File: config.mk
export PLATFORM = sky130hd
export DESIGN_NAME = dmt_channel
export DESIGN_NICKNAME = d
export VERILOG_FILES = /design/src/rtl/dmt_pkg.sv /design/src/rtl/dmt_channel.sv
export SDC_FILE = /design/constraint.sdc
export NUM_CORES = 1
export LEC_CHECK = 0
export BUFFER_PORTS_ARGS = -buffer_cell sky130_fd_sc_hd__buf_4
export CORE_MARGIN = 2
export CORE_UTILIZATION = 25
export CTS_CLUSTER_DIAMETER = 30
export DETAILED_ROUTE_END_ITERATION = 7
export GPL_ROUTABILITY_DRIVEN = 1
export PLACE_DENSITY = 0.4
export SLEW_MARGIN = 20
export SYNTH_ARGS = -nofsm -noshare
export SYNTH_HDL_FRONTEND = slang
export SYNTH_SLANG_ARGS = --single-unit
File: constraint.sdc
create_clock -name clk -period 29.8 [get_ports clk]
set_input_delay 4.47 -clock clk [delete_from_list [all_inputs] [get_ports clk]]
set_output_delay 4.47 -clock clk [all_outputs]
set_load 0.1 [all_outputs]
File: src/rtl/dmt_pkg.sv
// Behaviour
// - repeat counter decrements, reloads from initial at zero
// - repeat reload restores memory address by count
// - repeat runs until disabled, no end interrupt
// - re-enabled repeat channel resumes retained state
// - io address is ones above low byte
// - short memory address holds full 24 bits
// - repeat count zero gives 256 transfers
// - repeat accepts timer and serial requests, external only on the b half
// - normal mode joins halves, 24-bit addresses
// - normal counter ends at zero, optional interrupt
// - normal count zero gives 65536 transfers
// - auto request runs from setup alone
// - cycle steal releases bus every transfer
// - normal burst holds bus for auto requests only, unless higher master asks
// - block burst, size reload, area restore, count down
// - area select zero restores destination, else source
// - block end waits or finishes with interrupt
// - block accepts timer events and external edge
// - activation sources limited per mode and half
// - one transfer per falling external request edge, one whole block in block mode
// - activating event flag cleared, not forwarded
package dmt_pkg;
  // register byte offsets on the lite bus
  localparam logic [7:0] DMT_OFS_CTRL = 8'h00;
  localparam logic [7:0] DMT_OFS_SMA = 8'h04;
  localparam logic [7:0] DMT_OFS_IOA = 8'h08;
  localparam logic [7:0] DMT_OFS_RCNT = 8'h0c;
  localparam logic [7:0] DMT_OFS_RINIT = 8'h10;
  localparam logic [7:0] DMT_OFS_FSA = 8'h14;
  localparam logic [7:0] DMT_OFS_FDA = 8'h18;
  localparam logic [7:0] DMT_OFS_NTC = 8'h1c;
  localparam logic [7:0] DMT_OFS_BSC = 8'h20;
  localparam logic [7:0] DMT_OFS_BSI = 8'h24;
  localparam logic [7:0] DMT_OFS_BCNT = 8'h28;
  localparam logic [7:0] DMT_OFS_STAT = 8'h2c;
  // control register, low 17 bits, packed from bit 0 upward
  typedef struct packed {
    logic [3:0] src_sel;  // bits 16:13 activation source
    logic blk_src;        // bit 12 block area is source when set
    logic burst;          // bit 11 burst when set, else cycle steal, normal mode only
    logic [1:0] mode;     // bits 10:9 transfer mode
    logic [1:0] dst_step; // bits 8:7 destination step, full modes
    logic [1:0] src_step; // bits 6:5 source step, full modes
    logic chan_b;         // bit 4 short channel is the b half
    logic dir;            // bit 3 address direction bit, short mode
    logic size;           // bit 2 transfer size bit, word when set
    logic end_ie;         // bit 1 end interrupt enable
    logic enable;         // bit 0 channel enable bit
  } dmt_ctrl_t;
  localparam int DMT_CTRL_W = 17;
  localparam dmt_ctrl_t DMT_CTRL_RST = '0;
  // mode encodings
  localparam logic [1:0] DMT_MODE_REPEAT = 2'h0;
  localparam logic [1:0] DMT_MODE_NORMAL = 2'h1;
  localparam logic [1:0] DMT_MODE_BLOCK = 2'h2;
  // address step encodings
  localparam logic [1:0] DMT_STEP_FIX = 2'h0;
  localparam logic [1:0] DMT_STEP_INC = 2'h1;
  localparam logic [1:0] DMT_STEP_DEC = 2'h2;
  // activation sources: 0..3 timer match a, then serial, external, auto
  localparam logic [3:0] DMT_SRC_TMR3 = 4'h3;
  localparam logic [3:0] DMT_SRC_TX = 4'h4;
  localparam logic [3:0] DMT_SRC_RX = 4'h5;
  localparam logic [3:0] DMT_SRC_EDGE = 4'h6;
  localparam logic [3:0] DMT_SRC_LOW = 4'h7;
  localparam logic [3:0] DMT_SRC_AUTO = 4'h8;
  // fixed io page above the low byte
  localparam logic [15:0] DMT_IO_HI = 16'hffff;
  localparam logic [9:0] DMT_RPT_FULL = 10'h100;
  // lite bus responses
  localparam logic [1:0] DMT_RESP_OK = 2'h0;
  localparam logic [1:0] DMT_RESP_ERR = 2'h2;
  // command toward the system bus
  typedef struct packed {
    logic req;
    logic we;
    logic size;
    logic [23:0] addr;
    logic [15:0] wdata;
  } dmt_mem_cmd_t;
endpackage

File: src/rtl/dmt_channel.sv
`timescale 1ns/1ps
module dmt_channel import dmt_pkg::*; (
  // clock and reset
  input wire logic clk,
  input wire logic sys_rst,
  // lite register bus
  input wire logic [7:0] s_awaddr,
  input wire logic s_awvalid,
  output logic s_awready,
  input wire logic [31:0] s_wdata,
  input wire logic [3:0] s_wstrb,
  input wire logic s_wvalid,
  output logic s_wready,
  output logic [1:0] s_bresp,
  output logic s_bvalid,
  input wire logic s_bready,
  input wire logic [7:0] s_araddr,
  input wire logic s_arvalid,
  output logic s_arready,
  output logic [31:0] s_rdata,
  output logic [1:0] s_rresp,
  output logic s_rvalid,
  input wire logic s_rready,
  // activation events and external request
  input wire logic [3:0] timer_match_a_event,
  input wire logic serial_tx_empty_event,
  input wire logic serial_rx_full_event,
  input wire logic external_request_n,
  output logic [5:0] event_flag_clear,
  output logic [5:0] event_to_cpu,
  output logic end_irq,
  // system bus master
  output dmt_mem_cmd_t mem_cmd,
  input wire logic [15:0] mem_rdata,
  input wire logic mem_ack,
  input wire logic bus_yield_req,
  output logic bus_hold
);
  typedef enum logic [1:0] {ST_IDLE, ST_RD, ST_WR} dmt_state_t;

  // registers
  dmt_ctrl_t ctrl_r;
  logic [23:0] sma_r;   // short memory address, full 24 bits
  logic [7:0] ioa_r;    // io low address
  logic [7:0] rcnt_r;   // repeat counter
  logic [7:0] rinit_r;  // repeat initial count
  logic [23:0] fsa_r;   // full source address
  logic [23:0] fda_r;   // full destination address
  logic [15:0] ntc_r;   // normal transfer counter
  logic [7:0] bsc_r;    // block size counter
  logic [7:0] bsi_r;    // block size initial
  logic [15:0] bcnt_r;  // block count
  logic end_flag_r;     // sticky end of transfer
  // engine state
  dmt_state_t st_r;
  logic [15:0] data_r;     // read data held for the write
  logic in_block_r;        // a block is under way
  logic [23:0] blk_base_r; // block area start address
  logic req_prev_r;        // external request last cycle
  logic edge_pend_r;       // falling edge waiting for service
  logic [5:0] evt_pend_r;  // internal event waiting for service
  // lite bus state
  logic aw_have_r, w_have_r;
  logic [7:0] aw_addr_r;
  logic [31:0] w_data_r;
  logic [3:0] w_strb_r;

  // event vector in source-code order
  logic [5:0] evt;
  assign evt = {serial_rx_full_event, serial_tx_empty_event, timer_match_a_event};

  // write and read path handshakes
  logic aw_hs, w_hs, wr_do, wr_ok, ar_hs;
  assign aw_hs = s_awvalid & s_awready;
  assign w_hs = s_wvalid & s_wready;
  assign wr_do = aw_have_r & w_have_r & ~s_bvalid;
  assign ar_hs = s_arvalid & s_arready;

  // mapped offsets: word aligned and within the table
  function automatic logic mapped(input logic [7:0] a);
    mapped = (a[1:0] == 2'h0) && (a <= DMT_OFS_STAT);
  endfunction
  assign wr_ok = mapped(aw_addr_r);

  // byte lane merge for register writes
  function automatic logic [31:0] merge(input logic [31:0] old, input logic [31:0] d, input logic [3:0] s);
    logic [31:0] m;
    m = {{8{s[3]}}, {8{s[2]}}, {8{s[1]}}, {8{s[0]}}};
    merge = (old & ~m) | (d & m);
  endfunction

  // one address step of one or two bytes
  function automatic logic [23:0] adr_step(input logic [23:0] a, input logic [1:0] st, input logic sz);
    logic [23:0] d;
    d = sz ? 24'h2 : 24'h1;
    case (st)
      DMT_STEP_INC: adr_step = a + d;
      DMT_STEP_DEC: adr_step = a - d;
      default: adr_step = a;
    endcase
  endfunction

  // source legality per mode and half
  logic src_ok;
  always_comb begin
    case (ctrl_r.mode)
      DMT_MODE_REPEAT: src_ok = ctrl_r.chan_b ? (ctrl_r.src_sel <= DMT_SRC_LOW)
                                              : (ctrl_r.src_sel <= DMT_SRC_RX);
      DMT_MODE_NORMAL: src_ok = (ctrl_r.src_sel >= DMT_SRC_EDGE) && (ctrl_r.src_sel <= DMT_SRC_AUTO);
      DMT_MODE_BLOCK: src_ok = (ctrl_r.src_sel <= DMT_SRC_TMR3) || (ctrl_r.src_sel == DMT_SRC_EDGE);
      default: src_ok = 1'b0;
    endcase
  end

  // selected event as a one-hot mask, zero for non-event sources
  logic [5:0] evt_sel;
  assign evt_sel = (ctrl_r.src_sel <= DMT_SRC_RX) ? 6'(6'h01 << ctrl_r.src_sel[2:0]) : 6'h00;
  logic armed;
  assign armed = ctrl_r.enable & src_ok;

  // trigger for a new transfer from the idle state
  logic trig, fall;
  assign fall = req_prev_r & ~external_request_n;
  always_comb begin
    if (ctrl_r.src_sel == DMT_SRC_AUTO)
      trig = 1'b1;
    else if (ctrl_r.src_sel == DMT_SRC_LOW)
      trig = ~external_request_n;
    else if (ctrl_r.src_sel == DMT_SRC_EDGE)
      trig = edge_pend_r;
    else
      trig = |(evt_pend_r & evt_sel);
  end
  logic start;
  assign start = (st_r == ST_IDLE) && armed && (trig || in_block_r);

  // addresses of the current transfer
  logic rx_dir;
  logic [23:0] io_adr, src_adr, dst_adr;
  assign rx_dir = (ctrl_r.src_sel == DMT_SRC_RX);
  assign io_adr = {DMT_IO_HI, ioa_r};
  always_comb begin
    if (ctrl_r.mode == DMT_MODE_REPEAT) begin
      src_adr = rx_dir ? io_adr : sma_r;
      dst_adr = rx_dir ? sma_r : io_adr;
    end else begin
      src_adr = fsa_r;
      dst_adr = fda_r;
    end
  end

  // bookkeeping at the end of each write
  logic fin;
  assign fin = (st_r == ST_WR) && mem_ack;
  logic [7:0] rcnt_dec, bsc_dec;
  logic [15:0] ntc_dec, bcnt_dec;
  logic rpt_wrap, norm_end, blk_done, blk_end;
  logic [23:0] sma_nxt, fsa_nxt, fda_nxt, rpt_amt;
  logic [9:0] amt10;
  always_comb begin
    rcnt_dec = rcnt_r - 8'h01;
    ntc_dec = ntc_r - 16'h0001;
    bsc_dec = bsc_r - 8'h01;
    bcnt_dec = bcnt_r - 16'h0001;
    rpt_wrap = (rcnt_dec == 8'h00);
    norm_end = (ntc_dec == 16'h0000);
    blk_done = (bsc_dec == 8'h00);
    blk_end = blk_done && (bcnt_dec == 16'h0000);
    amt10 = (rinit_r == 8'h00) ? DMT_RPT_FULL : {2'h0, rinit_r};
    amt10 = ctrl_r.size ? {amt10[8:0], 1'b0} : amt10;
    rpt_amt = {14'h0000, amt10};
    sma_nxt = adr_step(sma_r, ctrl_r.dir ? DMT_STEP_DEC : DMT_STEP_INC, ctrl_r.size);
    if (rpt_wrap)
      sma_nxt = ctrl_r.dir ? sma_nxt + rpt_amt : sma_nxt - rpt_amt;
    fsa_nxt = adr_step(fsa_r, ctrl_r.src_step, ctrl_r.size);
    fda_nxt = adr_step(fda_r, ctrl_r.dst_step, ctrl_r.size);
    if (ctrl_r.mode == DMT_MODE_BLOCK && blk_done) begin
      if (ctrl_r.blk_src)
        fsa_nxt = blk_base_r;
      else
        fda_nxt = blk_base_r;
    end
  end

  // transfer ends that drop the enable bit; repeat mode never ends
  logic xfer_end;
  assign xfer_end = fin && ((ctrl_r.mode == DMT_MODE_NORMAL && norm_end) ||
                            (ctrl_r.mode == DMT_MODE_BLOCK && blk_end));

  // keep the bus without a release cycle: rest of a block, or an auto burst
  logic keep;
  assign keep = ctrl_r.enable && !bus_yield_req &&
                ((ctrl_r.mode == DMT_MODE_BLOCK && !blk_done) ||
                 (ctrl_r.mode == DMT_MODE_NORMAL && ctrl_r.burst &&
                  ctrl_r.src_sel == DMT_SRC_AUTO && !norm_end));

  // transfer engine: read source, then write destination
  dmt_state_t st_nxt;
  always_comb begin
    case (st_r)
      ST_IDLE: st_nxt = start ? ST_RD : ST_IDLE;
      ST_RD: st_nxt = mem_ack ? ST_WR : ST_RD;
      ST_WR: st_nxt = mem_ack ? (keep ? ST_RD : ST_IDLE) : ST_WR;
      default: st_nxt = ST_IDLE;
    endcase
  end

  // state and bus ownership; idle always gives one cycle back to the bus
  always_ff @(posedge clk or posedge sys_rst) begin
    if (sys_rst) begin
      st_r <= ST_IDLE;
      bus_hold <= 1'b0;
    end else begin
      st_r <= st_nxt;
      bus_hold <= (st_nxt != ST_IDLE);
    end
  end

  // command toward the system bus, address and data held until ack
  always_ff @(posedge clk or posedge sys_rst) begin
    if (sys_rst) begin
      mem_cmd <= '0;
      data_r <= 16'h0000;
    end else begin
      if (st_r == ST_RD && mem_ack)
        data_r <= mem_rdata;
      case (st_nxt)
        ST_RD: mem_cmd <= '{req: 1'b1, we: 1'b0, size: ctrl_r.size, addr: fin ? (
          ctrl_r.mode == DMT_MODE_REPEAT ? (rx_dir ? io_adr : sma_nxt) : fsa_nxt) : src_adr, wdata: 16'h0000};
        ST_WR: mem_cmd <= '{req: 1'b1, we: 1'b1, size: ctrl_r.size, addr: dst_adr,
                           wdata: (st_r == ST_RD) ? mem_rdata : data_r};
        default: mem_cmd <= '0;
      endcase
    end
  end

  // block tracking: base captured when a block starts
  always_ff @(posedge clk or posedge sys_rst) begin
    if (sys_rst) begin
      in_block_r <= 1'b0;
      blk_base_r <= 24'h000000;
    end else if (ctrl_r.mode != DMT_MODE_BLOCK) begin
      in_block_r <= 1'b0;
    end else if (start && !in_block_r) begin
      in_block_r <= 1'b1;
      blk_base_r <= ctrl_r.blk_src ? fsa_r : fda_r;
    end else if (fin && blk_done) begin
      in_block_r <= 1'b0; // wait for next request
    end
  end

  // request capture: set wins over the clear at start
  always_ff @(posedge clk or posedge sys_rst) begin
    if (sys_rst) begin
      req_prev_r <= 1'b1;
      edge_pend_r <= 1'b0;
      evt_pend_r <= 6'h00;
      event_flag_clear <= 6'h00;
      event_to_cpu <= 6'h00;
    end else begin
      req_prev_r <= external_request_n;
      if (armed && ctrl_r.src_sel == DMT_SRC_EDGE && fall)
        edge_pend_r <= 1'b1;
      else if (start && !in_block_r)
        edge_pend_r <= 1'b0;
      // in block mode a request during a block stays pending, unless a restart after a bus yield clears it
      for (int i = 0; i < 6; i++) begin
        if (armed && evt_sel[i] && evt[i])
          evt_pend_r[i] <= 1'b1;
        else if (start)
          evt_pend_r[i] <= 1'b0;
      end
      event_flag_clear <= armed ? (evt & evt_sel) : 6'h00;
      event_to_cpu <= ctrl_r.enable ? (evt & ~evt_sel) : evt;
    end
  end

  // register file: engine updates, software writes take precedence
  always_ff @(posedge clk or posedge sys_rst) begin
    if (sys_rst) begin
      ctrl_r <= DMT_CTRL_RST;
      sma_r <= 24'h000000;
      ioa_r <= 8'h00;
      rcnt_r <= 8'h00;
      rinit_r <= 8'h00;
      fsa_r <= 24'h000000;
      fda_r <= 24'h000000;
      ntc_r <= 16'h0000;
      bsc_r <= 8'h00;
      bsi_r <= 8'h00;
      bcnt_r <= 16'h0000;
    end else begin
      if (fin) begin
        case (ctrl_r.mode)
          DMT_MODE_REPEAT: begin
            sma_r <= sma_nxt;
            rcnt_r <= rpt_wrap ? rinit_r : rcnt_dec;
          end
          DMT_MODE_NORMAL: begin
            fsa_r <= fsa_nxt;
            fda_r <= fda_nxt;
            ntc_r <= ntc_dec;
          end
          default: begin
            fsa_r <= fsa_nxt;
            fda_r <= fda_nxt;
            bsc_r <= blk_done ? bsi_r : bsc_dec;
            if (blk_done)
              bcnt_r <= bcnt_dec;
          end
        endcase
        if (xfer_end)
          ctrl_r.enable <= 1'b0;
      end
      // clearing and setting enable touches no count or address, so a
      // stopped channel resumes where it left off
      if (wr_do && wr_ok) begin
        case (aw_addr_r)
          DMT_OFS_CTRL: ctrl_r <= dmt_ctrl_t'(DMT_CTRL_W'(merge(32'(ctrl_r), w_data_r, w_strb_r)));
          DMT_OFS_SMA: sma_r <= 24'(merge(32'(sma_r), w_data_r, w_strb_r));
          DMT_OFS_IOA: ioa_r <= 8'(merge(32'(ioa_r), w_data_r, w_strb_r));
          DMT_OFS_RCNT: rcnt_r <= 8'(merge(32'(rcnt_r), w_data_r, w_strb_r));
          DMT_OFS_RINIT: rinit_r <= 8'(merge(32'(rinit_r), w_data_r, w_strb_r));
          DMT_OFS_FSA: fsa_r <= 24'(merge(32'(fsa_r), w_data_r, w_strb_r));
          DMT_OFS_FDA: fda_r <= 24'(merge(32'(fda_r), w_data_r, w_strb_r));
          DMT_OFS_NTC: ntc_r <= 16'(merge(32'(ntc_r), w_data_r, w_strb_r));
          DMT_OFS_BSC: bsc_r <= 8'(merge(32'(bsc_r), w_data_r, w_strb_r));
          DMT_OFS_BSI: bsi_r <= 8'(merge(32'(bsi_r), w_data_r, w_strb_r));
          DMT_OFS_BCNT: bcnt_r <= 16'(merge(32'(bcnt_r), w_data_r, w_strb_r));
          default: ;
        endcase
      end
    end
  end

  // end flag and interrupt line; a new end wins over a write-one clear
  always_ff @(posedge clk or posedge sys_rst) begin
    if (sys_rst) begin
      end_flag_r <= 1'b0;
      end_irq <= 1'b0;
    end else begin
      if (xfer_end)
        end_flag_r <= 1'b1;
      else if (wr_do && aw_addr_r == DMT_OFS_STAT && w_strb_r[0] && w_data_r[0])
        end_flag_r <= 1'b0;
      end_irq <= (end_flag_r | xfer_end) & ctrl_r.end_ie;
    end
  end

  // lite write channel: address and data taken in either order
  always_ff @(posedge clk or posedge sys_rst) begin
    if (sys_rst) begin
      aw_have_r <= 1'b0;
      w_have_r <= 1'b0;
      aw_addr_r <= 8'h00;
      w_data_r <= 32'h00000000;
      w_strb_r <= 4'h0;
      s_awready <= 1'b0;
      s_wready <= 1'b0;
      s_bvalid <= 1'b0;
      s_bresp <= DMT_RESP_OK;
    end else begin
      if (aw_hs)
        aw_addr_r <= s_awaddr;
      if (w_hs) begin
        w_data_r <= s_wdata;
        w_strb_r <= s_wstrb;
      end
      aw_have_r <= (aw_have_r | aw_hs) & ~wr_do;
      w_have_r <= (w_have_r | w_hs) & ~wr_do;
      s_awready <= ~((aw_have_r | aw_hs) & ~wr_do);
      s_wready <= ~((w_have_r | w_hs) & ~wr_do);
      if (wr_do) begin
        s_bvalid <= 1'b1;
        s_bresp <= wr_ok ? DMT_RESP_OK : DMT_RESP_ERR;
      end else if (s_bready)
        s_bvalid <= 1'b0;
    end
  end

  // lite read channel: one outstanding read
  logic [31:0] rd_mux;
  always_comb begin
    case (s_araddr)
      DMT_OFS_CTRL: rd_mux = 32'(ctrl_r);
      DMT_OFS_SMA: rd_mux = 32'(sma_r);
      DMT_OFS_IOA: rd_mux = 32'(ioa_r);
      DMT_OFS_RCNT: rd_mux = 32'(rcnt_r);
      DMT_OFS_RINIT: rd_mux = 32'(rinit_r);
      DMT_OFS_FSA: rd_mux = 32'(fsa_r);
      DMT_OFS_FDA: rd_mux = 32'(fda_r);
      DMT_OFS_NTC: rd_mux = 32'(ntc_r);
      DMT_OFS_BSC: rd_mux = 32'(bsc_r);
      DMT_OFS_BSI: rd_mux = 32'(bsi_r);
      DMT_OFS_BCNT: rd_mux = 32'(bcnt_r);
      DMT_OFS_STAT: rd_mux = {28'h0000000, in_block_r, st_r != ST_IDLE, ctrl_r.enable, end_flag_r};
      default: rd_mux = 32'h00000000;
    endcase
  end
  always_ff @(posedge clk or posedge sys_rst) begin
    if (sys_rst) begin
      s_arready <= 1'b0;
      s_rvalid <= 1'b0;
      s_rdata <= 32'h00000000;
      s_rresp <= DMT_RESP_OK;
    end else begin
      if (ar_hs) begin
        s_rvalid <= 1'b1;
        s_rdata <= rd_mux;
        s_rresp <= mapped(s_araddr) ? DMT_RESP_OK : DMT_RESP_ERR;
      end else if (s_rready)
        s_rvalid <= 1'b0;
      s_arready <= ~(ar_hs | (s_rvalid & ~s_rready));
    end
  end

  // checks
  property p_rpt_reload;
    @(posedge clk) disable iff (sys_rst)
      fin && ctrl_r.mode == DMT_MODE_REPEAT && rcnt_r == 8'h01 && !wr_do |=> rcnt_r == $past(rinit_r);
  endproperty
  a_rpt_reload: assert property (p_rpt_reload) else $error("repeat count not reloaded");
  property p_rpt_restore;
    @(posedge clk) disable iff (sys_rst)
      fin && ctrl_r.mode == DMT_MODE_REPEAT && rcnt_r == 8'h01 && !ctrl_r.dir && !ctrl_r.size
      && rinit_r != 8'h00 && !wr_do |=> sma_r == $past(sma_r) + 24'h1 - {16'h0000, $past(rinit_r)};
  endproperty
  a_rpt_restore: assert property (p_rpt_restore) else $error("repeat address not restored");
  property p_rpt_runs;
    @(posedge clk) disable iff (sys_rst)
      fin && ctrl_r.mode == DMT_MODE_REPEAT && !wr_do |=> ctrl_r.enable == $past(ctrl_r.enable) && !$rose(end_flag_r);
  endproperty
  a_rpt_runs: assert property (p_rpt_runs) else $error("repeat channel stopped");
  property p_io_page;
    @(posedge clk) disable iff (sys_rst)
      mem_cmd.req && mem_cmd.we && ctrl_r.mode == DMT_MODE_REPEAT && !rx_dir |-> mem_cmd.addr[23:8] == DMT_IO_HI;
  endproperty
  a_io_page: assert property (p_io_page) else $error("io address upper bits wrong");
  property p_norm_end;
    @(posedge clk) disable iff (sys_rst)
      fin && ctrl_r.mode == DMT_MODE_NORMAL && ntc_r == 16'h0001 && !wr_do
      |=> !ctrl_r.enable && end_flag_r ##1 (end_irq == ctrl_r.end_ie);
  endproperty
  a_norm_end: assert property (p_norm_end) else $error("normal end not taken");
  property p_steal;
    @(posedge clk) disable iff (sys_rst)
      fin && ctrl_r.mode == DMT_MODE_NORMAL && !ctrl_r.burst |=> !bus_hold && st_r == ST_IDLE;
  endproperty
  a_steal: assert property (p_steal) else $error("bus not released");
  property p_blk_end;
    @(posedge clk) disable iff (sys_rst)
      fin && ctrl_r.mode == DMT_MODE_BLOCK && bsc_r == 8'h01 && bcnt_r == 16'h0001 && !wr_do
      |=> !ctrl_r.enable ##1 st_r == ST_IDLE [*2];
  endproperty
  a_blk_end: assert property (p_blk_end) else $error("block end not taken");
  property p_rd_wr;
    @(posedge clk) disable iff (sys_rst)
      mem_cmd.req && !mem_cmd.we && mem_ack |=> mem_cmd.req && mem_cmd.we && mem_cmd.wdata == $past(mem_rdata);
  endproperty
  a_rd_wr: assert property (p_rd_wr) else $error("write does not follow read");
  property p_edge;
    @(posedge clk) disable iff (sys_rst)
      armed && ctrl_r.src_sel == DMT_SRC_EDGE && fall && st_r != ST_IDLE |=> edge_pend_r;
  endproperty
  a_edge: assert property (p_edge) else $error("falling edge lost");
  c_rpt_wrap: cover property (@(posedge clk) fin && ctrl_r.mode == DMT_MODE_REPEAT && rpt_wrap);
  c_norm_end: cover property (@(posedge clk) xfer_end && ctrl_r.mode == DMT_MODE_NORMAL);
  c_blk_next: cover property (@(posedge clk) fin && ctrl_r.mode == DMT_MODE_BLOCK && blk_done && !blk_end);
endmodule

==> flow_summary.ini <==
[cts]
cts-root-buf = clkbuf_16
clock_path_buffers = 3
cts_resized = 0
cts_setup_buffers = 0
hold_buffers = 0
worstSkewPairLatency_ps = 650
cts_inserted_buffers = 89
cts_max_level = 3
path_clk_slew_ps = 40
cts_tree = done
cts_sinks = 338

[worst_setup_path]
reg2reg_slack_ps = 24040
rr_worst_depth = 14
cp-end-kind = flip-flop
start_kind = input port
cp.arrival_ps = 7730
crit_type = input port to flip-flop
r2r_end = mem_cmd[21]
cp_max_fo = 22
required_ps = 30250

[synthesis]
syn-cell-area_sq_um = 22500
synth_seq_area_share_pct = 37.5
synth-main-ff-cell = dfrtp_1
synth_top_area_share_pct = 37.4
synthTopCellsByArea = dfrtp_1, ha_1, a21oi_1
yosysUniqueCellTypes = 78
yosys.area.top_type = dfrtp_1
synth_cells = 2599
synth.avg_cell_area_sq_um = 8.68
ys_warn_count = 0
synth_edf_count = 0
ys_ff_latch = 338
synthArstFlopShare_pct = 100

[sta]
hold_viol = 0
rsz0062_at_grt = false
period_share_pct = 24.4
period_minus_slack_ps = 7280
fin_tns_setup_ps = 0
worstMarginPinSlew_ps = 1100
skew_ps = 39.7
setup_viol = 0
max-slew-margin-rel_pct = 25.9
max_freq_mhz = 137
finalMaxSlewViolations = 0

[min_path]
hp-start = evt_pend_r[3]
hold_depth = 1
holdPathEnd = evt_pend_r[3]
hp-class = flip-flop to flip-flop

[placement]
dp_hpwl_mm = 71.3
gp_congestion = 0.906
dpl-instance-area_sq_um = 25000
portBuffers = 162

[pwr]
p_per_area_nw_per_um2 = 99.2
p_leak_nw = 12.5
vdd_drop_max_uv = 45.4

[layout]
nFillCells = 9396
synthToLayoutAreaGrowth_pct = 25.1
drive_above_1_share_pct = 17.1
num-nets-final = 2947
final_area_sq_um = 28200

[die]
core_area_sq_um = 89700
die_x_microns = 304
dieArea_sq_um = 92600
start_util_pct = 25.1
dieHeight_microns = 304
io_pins = 182
rows = 110

[routing]
vias = 21800
drt_iter0_markers = 2225
wirelength_mm = 95.7
drc = 0
post_drt_via_cell_ratio = 5.43
drtAntennaViolNets = 0
firstDrtPassIters = 6
wire_per_inst_microns = 23.9

[grt]
antenna_found_initial = 4
grt_overflow_total = 0
grt_max_degree = 84
grt_usage_pct = 20.3
grt_pass1_wl_mm = 142
grt_pass1_vias = 21300

[outcome]
status = finished, final reports clean

[job]
cap_viol_max_count = 0
layout by cell type (no fill, tap or decap), types with 13 or more instances in the layout:
| cell type | instances |
|---|---|
| dfrtp_1 | 337 |
| nand2_1 | 246 |
| a21oi_1 | 244 |
| nor2_1 | 235 |
| o21ai_0 | 208 |
| buf_4 | 203 |
| ha_1 | 107 |
| mux2_2 | 92 |
| clkbuf_16 | 91 |
| a21o_1 | 65 |
| o22ai_1 | 63 |
| inv_1 | 61 |
| nor3_1 | 59 |
| xnor2_1 | 50 |
| nand3_1 | 48 |
| mux2i_1 | 44 |
| xor2_1 | 40 |
| a222oi_1 | 37 |
| a22oi_1 | 36 |
| nand2b_1 | 34 |
| o211ai_1 | 34 |
| or3_1 | 32 |
| a31oi_1 | 32 |
| a211oi_1 | 30 |
| nand4_1 | 23 |
| and3_1 | 23 |
| nor2b_1 | 22 |
| o21a_1 | 22 |
| and2_1 | 20 |
| a21boi_0 | 18 |
| clkbuf_8 | 18 |
| nor4_1 | 17 |
| clkinv_2 | 17 |
| o21bai_1 | 14 |
| a221oi_1 | 14 |
| bufinv_16 | 13 |
routing by layer:
metal | vias to the layer above | wire length (microns) | share of wire, % | global-route usage (%)
li1 | 10000 | - | - | -
met1 | 10700 | 43100 | 45 | 27.9
met2 | 849 | 42600 | 45 | 31.3
met3 | 174 | 6140 | 6.4 | 3.20
met4 | 2 | 3790 | 4.0 | 9.18
met5 | - | 10 | 0.010 | 0
where the power goes:
part	internal, W	total [W]	switching [W]	leakage, nW
clock	0.000710	0.00101	0.000304	1.57
combinational	0.000349	0.000956	0.000608	6.58
sequential	0.000569	0.000827	0.000258	4.34
Yosys cell counts (18+ instances only):
cell type  number
a211oi_1       30
a21boi_0       18
a21o_1         65
a21oi_1       244
a222oi_1       37
a22oi_1        36
a31oi_1        32
and2_1         22
and3_1         23
clkbuf_1      125
dfrtp_1       337
ha_1          107
inv_1          62
mux2_2         92
mux2i_1        44
nand2_1       246
nand2b_1       34
nand3_1        48
nand4_1        23
nor2_1        241
nor2b_1        22
nor3_1         59
o211ai_1       34
o21a_1         22
o21ai_0       208
o22ai_1        63
or3_1          32
xnor2_1        50
xor2_1         40
through the flow:
step / total power [W] / hold WS (ps) / cells / setup WS [ps] / utilization (%)
after detailed placement: 0.00178 / 463 / 3837 / 21870 / 27.9
after floorplan: 0.00140 / 444 / 2608 / 15970 / -
after global routing: 0.00294 / 491 / 4000 / 22300 / 31.4
after global placement: 0.00177 / 459 / 3837 / 21940 / 27.9
final: 0.00280 / 471 / 4004 / 22520 / 31.4
after CTS: 0.00281 / 472 / 4000 / 22540 / 31.4
worst max-delay path, cell delays in order:
cell and delay (ps):
buf_4 120, nor2_1 100, nor4_1 60, nor3_1 150, nand2_1 390, o211a_1 290
ha_1 590, nand2_1 740, o21ai_0 820
area by class of cell:
type | instances | area (sq um) | area share, %
antenna | 4 | 10.0 | 0.0355
clock inverter | 46 | 637 | 2.26
multi-input combinational | 2057 | 13300 | 47.2
sequential | 338 | 8460 | 30.0
inverter | 63 | 244 | 0.865
clock buffer | 117 | 2550 | 9.06
tap | 1176 | 1470 | 5.22
timing repair buffer | 203 | 1520 | 5.40
worst max-delay path by stage:
stage / cells after the start / slack, ps / startpoint / endpoint
detailed placement: 9 / 21870 / external_request_n / mem_cmd[21]
CTS: 9 / 22540 / external_request_n / mem_cmd[21]
floorplan: 1 / 15970 / sys_rst / asynchronous set/reset pin
global placement: 9 / 21940 / external_request_n / mem_cmd[21]
global route: 9 / 22300 / external_request_n / mem_cmd[21]
finish: 9 / 22520 / external_request_n / mem_cmd[21]
cell families (layout without fill, tap and decap cells):
logic type	count (synthesis)	count (layout)	share of synthesized area, %
fa+ha+maj	111	111	6.29
buf+inv	213	429	3.76
other cells	1	14	0.0166
flops	338	338	37.5
mux	136	136	6.55
simple gates	804	804	16.6
xor+xnor	90	90	3.50
compound gates	906	906	25.7
No activity file was read; power rests on OpenSTA's default activity.
